## config.mk

```make
export PLATFORM = sky130hd
export DESIGN_NAME = haptic_waveform_tuning_regs
export DESIGN_NICKNAME = d
export VERILOG_FILES = /design/src/haptic_tuning_pkg.sv /design/src/segment_time_adjust.sv /design/src/haptic_waveform_tuning_regs.sv
export VERILOG_INCLUDE_DIRS = /design/src
export SDC_FILE = /design/constraint.sdc
export NUM_CORES = 1
export LEC_CHECK = 0
export BUFFER_PORTS_ARGS = -buffer_cell sky130_fd_sc_hd__buf_2
export CORE_UTILIZATION = 58
export CTS_BUF_LIST = sky130_fd_sc_hd__clkbuf_2 sky130_fd_sc_hd__clkbuf_4 sky130_fd_sc_hd__clkbuf_8
export CTS_CLUSTER_SIZE = 14
export DETAILED_ROUTE_END_ITERATION = 8
export GPL_ROUTABILITY_DRIVEN = 0
export PLACE_DENSITY_LB_ADDON = 0.08
export SLEW_MARGIN = 20
export SYNTH_ARGS = -nofsm -noshare
export SYNTH_HDL_FRONTEND = slang
export SYNTH_HIERARCHICAL = 1
export SYNTH_SLANG_ARGS = --single-unit
```

## constraint.sdc

```tcl
create_clock -name i_clock -period 8.1 [get_ports i_clock]
set_input_delay 1.62 -clock i_clock [delete_from_list [all_inputs] [get_ports i_clock]]
set_output_delay 1.62 -clock i_clock [all_outputs]
set_load 0.1 [all_outputs]
```

## src/haptic_tuning_defines.svh

```systemverilog
// register offsets, reset values and field widths of the haptic waveform tuning bank
// assumes a same-clock register port in front (serial front end lives elsewhere)
`ifndef HAPTIC_TUNING_DEFINES_SVH
`define HAPTIC_TUNING_DEFINES_SVH

// ----------------------------------------------------------------
// offsets
// ----------------------------------------------------------------
`define OFS_NEG_SUSTAIN_OFFSET   8'h1C
`define OFS_BRAKE_SEGMENT_OFFSET 8'h1D
`define OFS_FULL_SCALE_REF       8'h1F
`define OFS_PEAK_DRIVE_LIMIT     8'h20
`define OFS_LOSS_COMPENSATION    8'h21
`define OFS_FEEDBACK_GAIN_BASIS  8'h22

// ----------------------------------------------------------------
// reset values
// ----------------------------------------------------------------
`define RST_NEG_SUSTAIN_OFFSET   8'h00
`define RST_BRAKE_SEGMENT_OFFSET 8'h00
`define RST_FULL_SCALE_REF       8'h3F
`define RST_PEAK_DRIVE_LIMIT     8'h89
`define RST_LOSS_COMPENSATION    8'h0D
`define RST_FEEDBACK_GAIN_BASIS  8'h6D

// ----------------------------------------------------------------
// widths
// ----------------------------------------------------------------
`define REG_WIDTH                8
`define SEG_LEN_WIDTH            10
`define STEP_PERIOD_WIDTH        8

`endif

```

## src/haptic_tuning_pkg.sv

```systemverilog
// types shared by the haptic waveform tuning bank
// assumes haptic_tuning_defines.svh is on the include path
`include "haptic_tuning_defines.svh"

package haptic_tuning_pkg;

    typedef logic [`REG_WIDTH-1:0]         reg_t;
    typedef logic signed [`REG_WIDTH-1:0]  sample_t;
    typedef logic [`SEG_LEN_WIDTH-1:0]     seg_len_t;

    // segment kinds found in a library waveform, one-hot
    typedef enum logic [3:0] {
        SEG_OVERDRIVE    = 4'b0001,
        SEG_POS_SUSTAIN  = 4'b0010,
        SEG_NEG_SUSTAIN  = 4'b0100,
        SEG_BRAKE        = 4'b1000
    } seg_kind_e;

endpackage : haptic_tuning_pkg

```

## src/segment_time_adjust.sv

```systemverilog
// adds a signed step offset to a segment length, saturating at zero and at full scale
// assumes offset and length come from flip-flops on the same clock
`timescale 1ns/1ps

module segment_time_adjust #(
    parameter int LEN_W = 10,
    parameter int OFS_W = 8
) (
    input  wire logic [LEN_W-1:0]        i_base_len,
    input  wire logic signed [OFS_W-1:0] i_offset,
    input  wire logic                    i_apply,
    output logic      [LEN_W-1:0]        o_adj_len
);

    logic signed [LEN_W+1:0] sum;

    always_comb
    begin
        sum = $signed({2'b00, i_base_len}) + (i_apply ? LEN_W'(0) + (LEN_W+2)'(i_offset) : (LEN_W+2)'(0));
        if (sum < 0)
        begin
            o_adj_len = '0;
        end
        else if (sum[LEN_W])
        begin
            o_adj_len = '1;
        end
        else
        begin
            o_adj_len = sum[LEN_W-1:0];
        end
    end

endmodule : segment_time_adjust

```

## src/haptic_waveform_tuning_regs.sv

```systemverilog
// tuning register bank of the haptic playback engine, with segment timing and drive clamp
// assumes a same-clock register port (address, write strobe, data) from the serial front end,
// and a playback engine that presents one waveform segment at a time with the waveform extremes
`timescale 1ns/1ps
`include "haptic_tuning_defines.svh"

module haptic_waveform_tuning_regs (
    input  wire logic                          i_clock,
    input  wire logic                          i_sys_rst,
    // register port
    input  wire logic [7:0]                    i_reg_addr,
    input  wire logic                          i_reg_wr,
    input  wire logic                          i_reg_rd,
    input  wire haptic_tuning_pkg::reg_t       i_reg_wdata,
    output haptic_tuning_pkg::reg_t            o_reg_rdata,
    output logic                               o_reg_hit,
    // playback engine: current segment
    input  wire logic                          i_seg_valid,
    input  wire haptic_tuning_pkg::sample_t    i_seg_value,
    input  wire haptic_tuning_pkg::sample_t    i_wave_max,
    input  wire haptic_tuning_pkg::sample_t    i_wave_min,
    input  wire haptic_tuning_pkg::seg_len_t   i_seg_len,
    input  wire logic [`STEP_PERIOD_WIDTH-1:0] i_step_period,
    input  wire logic                          i_closed_loop,
    output haptic_tuning_pkg::seg_kind_e       o_seg_kind,
    output haptic_tuning_pkg::seg_len_t        o_seg_len,
    output logic [`SEG_LEN_WIDTH+`STEP_PERIOD_WIDTH-1:0] o_seg_time,
    output logic                               o_seg_done,
    // closed-loop drive
    input  wire haptic_tuning_pkg::reg_t       i_drive_request,
    input  wire logic                          i_auto_od_brake,
    output haptic_tuning_pkg::reg_t            o_drive_level,
    output haptic_tuning_pkg::reg_t            o_full_scale_ref,
    output haptic_tuning_pkg::reg_t            o_feedback_gain_basis,
    output haptic_tuning_pkg::reg_t            o_loss_compensation,
    // calibration engine
    input  wire logic                          i_cal_done,
    input  wire haptic_tuning_pkg::reg_t       i_cal_loss_comp,
    input  wire haptic_tuning_pkg::reg_t       i_cal_gain_basis
);

    import haptic_tuning_pkg::*;

    // ----------------------------------------------------------------
    // registers
    // ----------------------------------------------------------------
    reg_t       neg_sustain_time_offset;
    reg_t       brake_time_offset;
    reg_t       full_scale_reference_level;
    reg_t       closed_loop_peak_clamp;
    reg_t       loss_compensation_result;
    reg_t       feedback_gain_basis;
    logic       wr_neg;
    logic       wr_brk;
    logic       wr_fsr;
    logic       wr_clamp;
    logic       wr_comp;
    logic       wr_gain;

    assign wr_neg   = i_reg_wr && (i_reg_addr == `OFS_NEG_SUSTAIN_OFFSET);
    assign wr_brk   = i_reg_wr && (i_reg_addr == `OFS_BRAKE_SEGMENT_OFFSET);
    assign wr_fsr   = i_reg_wr && (i_reg_addr == `OFS_FULL_SCALE_REF);
    assign wr_clamp = i_reg_wr && (i_reg_addr == `OFS_PEAK_DRIVE_LIMIT);
    assign wr_comp  = i_reg_wr && (i_reg_addr == `OFS_LOSS_COMPENSATION);
    assign wr_gain  = i_reg_wr && (i_reg_addr == `OFS_FEEDBACK_GAIN_BASIS);

    always_ff @(posedge i_clock or posedge i_sys_rst)
    begin
        if (i_sys_rst)
        begin
            neg_sustain_time_offset    <= `RST_NEG_SUSTAIN_OFFSET;
            brake_time_offset          <= `RST_BRAKE_SEGMENT_OFFSET;
            full_scale_reference_level <= `RST_FULL_SCALE_REF;
            closed_loop_peak_clamp     <= `RST_PEAK_DRIVE_LIMIT;
        end
        else
        begin
            if (wr_neg)
            begin
                neg_sustain_time_offset <= i_reg_wdata;
            end
            if (wr_brk)
            begin
                brake_time_offset <= i_reg_wdata;
            end
            if (wr_fsr)
            begin
                full_scale_reference_level <= i_reg_wdata;
            end
            if (wr_clamp)
            begin
                closed_loop_peak_clamp <= i_reg_wdata;
            end
        end
    end

    // calibration results; a finishing calibration wins over a host write in the same cycle
    always_ff @(posedge i_clock or posedge i_sys_rst)
    begin
        if (i_sys_rst)
        begin
            loss_compensation_result <= `RST_LOSS_COMPENSATION;
            feedback_gain_basis      <= `RST_FEEDBACK_GAIN_BASIS;
        end
        else if (i_cal_done)
        begin
            loss_compensation_result <= i_cal_loss_comp;
            feedback_gain_basis      <= i_cal_gain_basis;
        end
        else
        begin
            if (wr_comp)
            begin
                loss_compensation_result <= i_reg_wdata;
            end
            if (wr_gain)
            begin
                feedback_gain_basis <= i_reg_wdata;
            end
        end
    end

    // ----------------------------------------------------------------
    // read path
    // ----------------------------------------------------------------
    reg_t next_rdata;
    logic next_hit;

    always_comb
    begin
        next_hit = 1'b1;
        case (i_reg_addr)
            `OFS_NEG_SUSTAIN_OFFSET:   next_rdata = neg_sustain_time_offset;
            `OFS_BRAKE_SEGMENT_OFFSET: next_rdata = brake_time_offset;
            `OFS_FULL_SCALE_REF:       next_rdata = full_scale_reference_level;
            `OFS_PEAK_DRIVE_LIMIT:     next_rdata = closed_loop_peak_clamp;
            `OFS_LOSS_COMPENSATION:    next_rdata = loss_compensation_result;
            `OFS_FEEDBACK_GAIN_BASIS:  next_rdata = feedback_gain_basis;
            default:
            begin
                next_rdata = '0;
                next_hit   = 1'b0;
            end
        endcase
    end

    always_ff @(posedge i_clock or posedge i_sys_rst)
    begin
        if (i_sys_rst)
        begin
            o_reg_rdata <= '0;
            o_reg_hit   <= 1'b0;
        end
        else if (i_reg_rd)
        begin
            o_reg_rdata <= next_rdata;
            o_reg_hit   <= next_hit;
        end
    end

    // ----------------------------------------------------------------
    // segment classification
    // ----------------------------------------------------------------
    seg_kind_e next_kind;
    logic      apply_offset;
    reg_t      seg_offset;
    seg_len_t  adj_len;

    always_comb
    begin
        if ((i_seg_value == i_wave_min) && (i_seg_value < 0))
        begin
            next_kind = SEG_BRAKE;
        end
        else if ((i_seg_value == i_wave_max) && (i_seg_value > 0))
        begin
            next_kind = SEG_OVERDRIVE;
        end
        else if (i_seg_value < 0)
        begin
            next_kind = SEG_NEG_SUSTAIN;
        end
        else
        begin
            next_kind = SEG_POS_SUSTAIN;
        end
    end

    always_comb
    begin
        case (next_kind)
            SEG_NEG_SUSTAIN:
            begin
                seg_offset   = neg_sustain_time_offset;
                apply_offset = 1'b1;
            end
            SEG_BRAKE:
            begin
                seg_offset   = brake_time_offset;
                apply_offset = !i_closed_loop;
            end
            default:
            begin
                // overdrive and positive sustain offsets are handled elsewhere
                seg_offset   = '0;
                apply_offset = 1'b0;
            end
        endcase
    end

    segment_time_adjust #(
        .LEN_W (`SEG_LEN_WIDTH),
        .OFS_W (`REG_WIDTH)
    ) u_adjust (
        .i_base_len (i_seg_len),
        .i_offset   ($signed(seg_offset)),
        .i_apply    (apply_offset),
        .o_adj_len  (adj_len)
    );

    always_ff @(posedge i_clock or posedge i_sys_rst)
    begin
        if (i_sys_rst)
        begin
            o_seg_kind <= SEG_POS_SUSTAIN;
            o_seg_len  <= '0;
            o_seg_time <= '0;
            o_seg_done <= 1'b0;
        end
        else
        begin
            o_seg_done <= i_seg_valid;
            if (i_seg_valid)
            begin
                o_seg_kind <= next_kind;
                o_seg_len  <= adj_len;
                o_seg_time <= adj_len * i_step_period;
            end
        end
    end

    // ----------------------------------------------------------------
    // closed-loop drive limit
    // ----------------------------------------------------------------
    reg_t next_drive;

    always_comb
    begin
        if (!i_closed_loop)
        begin
            next_drive = i_drive_request;
        end
        else if (i_auto_od_brake)
        begin
            next_drive = (i_drive_request > closed_loop_peak_clamp) ? closed_loop_peak_clamp : i_drive_request;
        end
        else
        begin
            next_drive = (i_drive_request > full_scale_reference_level) ? full_scale_reference_level
                                                                        : i_drive_request;
        end
    end

    always_ff @(posedge i_clock or posedge i_sys_rst)
    begin
        if (i_sys_rst)
        begin
            o_drive_level <= '0;
        end
        else
        begin
            o_drive_level <= next_drive;
        end
    end

    assign o_full_scale_ref      = full_scale_reference_level;
    assign o_feedback_gain_basis = feedback_gain_basis;
    assign o_loss_compensation   = loss_compensation_result;

endmodule : haptic_waveform_tuning_regs

```

==> qor.yml <==
p_leak_nw: 5.45
worstPathArrival_ps: 8540
cpMaxStageDelayCell: "fa_1"
first_global_vias: 7537
core_um2: 13900
synth_flop_cell: "dfrtp_1"
startpoint_type: "input port"
async_reset_ff_frac: 1.00
end_kind: "register"
violations: "setup timing"
clock.fmax_mhz: 121
critPathMaxStageDelay_ps: 520
yosys.area.top_type: "dfrtp_1"
grt_max_degree: 73
setup_viol: 6
synthMostInstantiatedCell: "inv_1"
hp-class: "reg -> reg"
yosysWarnings: 6
synth_commonest_cells: "inv_1, dfrtp_1, and2_1"
drt-total-wl_um: 23700
finalPower_mw: 2.59
port_buffers: 163
finClkSkew_ps: 12.1
rows: 43
insertion_delay_ps: 390
r2r_end: "o_seg_time[17]"
fin_crit_sh: 1.02
die_area_um2: 14700
netlist_area_um2: 8260
hold_viol: 0
vias_per_cell: 5.66
synth-edff-count: 0
worstReg2RegStart: "neg_sustain_time_offset[0]"
die_x_um: 121
whs_path_depth: 1
cts_tree: "built"
syn_inst: 834
cap_violations: 0
path_clk_slew_ps: 100
grt_usage: 0.325
dp_hpwl_um: 16900
fin_cells: 1293
worst-endpoint-required_ps: 8370
die_h_um: 121
cts_root_buffer: "clkbuf_8"
initial_core_util: 0.595
max-clock-path-buffers: 2
nets: 1312
cpMostUsedCell: "fa_1"
h-tree-depth: 3
gr-total-overflow: 0
synth_seq_area_share: 0.300
antenna_cells: 0
critPathKind: "in -> reg"
reg2reg_depth: 28
slew-limit-headroom: 0.381
worst_pin_slew_ps: 928
placed_cells: 1244
drc: 0
setup_ws_ps: -166
critPathMaxFanout: 7
rsz0062_at_grt: "yes"
synth_nets: 1038
drtAntennaViolNets: 0
grt_pass1_wl_um: 36800
period_minus_slack_ps: 8270
wire_per_inst_um: 18.3
firstDrtPassIters: 5
hold_path_end: "o_seg_len[2]"
slew_viol_final: 0
worstHoldStart: "o_seg_len[2]"
drive_gt1_frac: 0.432
antenna_found_initial: 0
synth.top_cell.area_share: 0.242
synth.area.top_cells: "dfrtp_1, fa_1, ha_1, mux2_2, and2_1"
cts_buffers: 9
power.density_nw_per_um2: 237
rrSetupSlack_ps: 1450
drtIter0Drc: 373
vias: 7322
area_delta_synth_final_pct: 32.8
cts_sinks: 98
ir_drop_v: 0.000180
synthDistinctLibCells: 59
syn_area_per_cell_um2: 9.90
io_pins: 164
status: "finished, violations left"
dp_slack_ps: -738
synth_seq_cells: 98
power by group:
| group | switching (mW) | total [mW] | internal [mW] |
|---|---|---|---|
| registers | 0.0403 | 0.599 | 0.559 |
| logic | 1.02 | 1.65 | 0.635 |
| clock network | 0.192 | 0.342 | 0.151 |
critical path: cells and delay by family:
kind | cells | cell delay (ps)
adders and majority gates | 6 | 2430
muxes | 1 | 160
xor gates and xnor gates | 1 | 160
and+or+nand+nor | 8 | 1570
buffers and inverters | 8 | 810
AOI/OAI and AO/OA | 9 | 1770
routing by layer:
| metal | routed length (µm) | GRT usage |
|---|---|---|
| met4 | 801 | 0.140 |
| met1 | 9260 | 0.378 |
| met5 | 0 | 0 |
| met3 | 936 | 0.0475 |
| met2 | 12700 | 0.592 |
through the flow:
step	TNS [ps]	hold slack (ps)	instance area, µm²	utilization
floorplan	-1030	502	8420	-
global placement	-4970	473	10000	0.721
detailed placement	-6250	489	10000	0.721
CTS	-30.8	497	10600	0.767
global route	-2600	531	11000	0.790
finish	-540	508	11000	0.790
flip-flops by register name (all words and copies together), names as in the netlist:
| name | cells |
|---|---|
| o_seg_time | 18 |
| o_seg_len | 10 |
| brake_time_offset | 8 |
| closed_loop_peak_clamp | 8 |
| neg_sustain_time_offset | 8 |
| o_drive_level | 8 |
| o_feedback_gain_basis | 8 |
| o_full_scale_ref | 8 |
| o_loss_compensation | 8 |
| o_reg_rdata | 8 |
| o_seg_kind | 4 |
| o_reg_hit | 1 |
| o_seg_done | 1 |
cells in the final DEF (no fill, tap or decap), types with 4 or more instances in the layout:
master,Yosys,final
o211ai_1,6,6
buf_4,0,96
xor2_1,21,19
o21ai_2,1,4
a211oi_2,3,5
a21o_1,10,10
nand3_1,9,9
and2_4,0,18
a21oi_1,31,19
o22ai_1,13,11
mux2i_1,27,25
buf_6,0,19
mux2_4,0,5
a22oi_1,32,32
and2_1,76,58
nand4_1,5,5
clkbuf_8,0,9
o21ai_1,1,4
dfstp_2,18,18
and3_1,8,8
nand2_2,5,9
dfrtp_1,80,80
a21oi_4,0,11
nand2_1,42,38
inv_1,113,102
ha_1,65,53
inv_2,0,10
nor2_1,19,17
ha_4,0,10
fa_1,49,44
xnor2_1,11,11
nor2b_1,18,17
fa_2,0,5
buf_2,3,161
o21ai_0,44,38
mux2_2,54,49
cell families after synthesis:
group / Yosys count / share of synthesized area
AND/OR/NAND/NOR: 213 / 0.148
multiplexers: 81 / 0.106
AO/OA/AOI/OAI: 168 / 0.135
XOR/XNOR: 33 / 0.0359
adder cells (fa/ha/maj): 114 / 0.217
flip-flops: 98 / 0.300
buffers and inverters: 127 / 0.0582
layout make-up:
class,count,area [µm²]
clock inverters,6,75.1
multi-input cells,609,5870
well taps,180,225
fillers,938,2920
flip-flops and latches,98,2470
inverters,113,427
repair buffers,277,1760
clock buffers,10,131
how the worst max path moves through the flow:
stage,from,to,slack [ps],cells past startpoint
after floorplan,i_wave_min[0],o_seg_time[17],-240,28
after global placement,i_wave_min[0],o_seg_time[14],-600,29
after detailed placement,i_wave_min[0],o_seg_time[17],-740,29
after CTS,i_wave_min[7],o_seg_time[17],-30,33
after global routing,i_wave_min[7],o_seg_time[17],-430,33
final,i_wave_min[7],o_seg_time[17],-170,33
what timing repair did:
item | in CTS | in global routing
pin swaps | 37 | 57
resized for setup | 60 | 63
hold buffers | 0 | 0
buffers inserted | 21 | 14
endpoints found under the setup margin | 9 | 10
No activity file was read; power rests on OpenSTA's default activity.
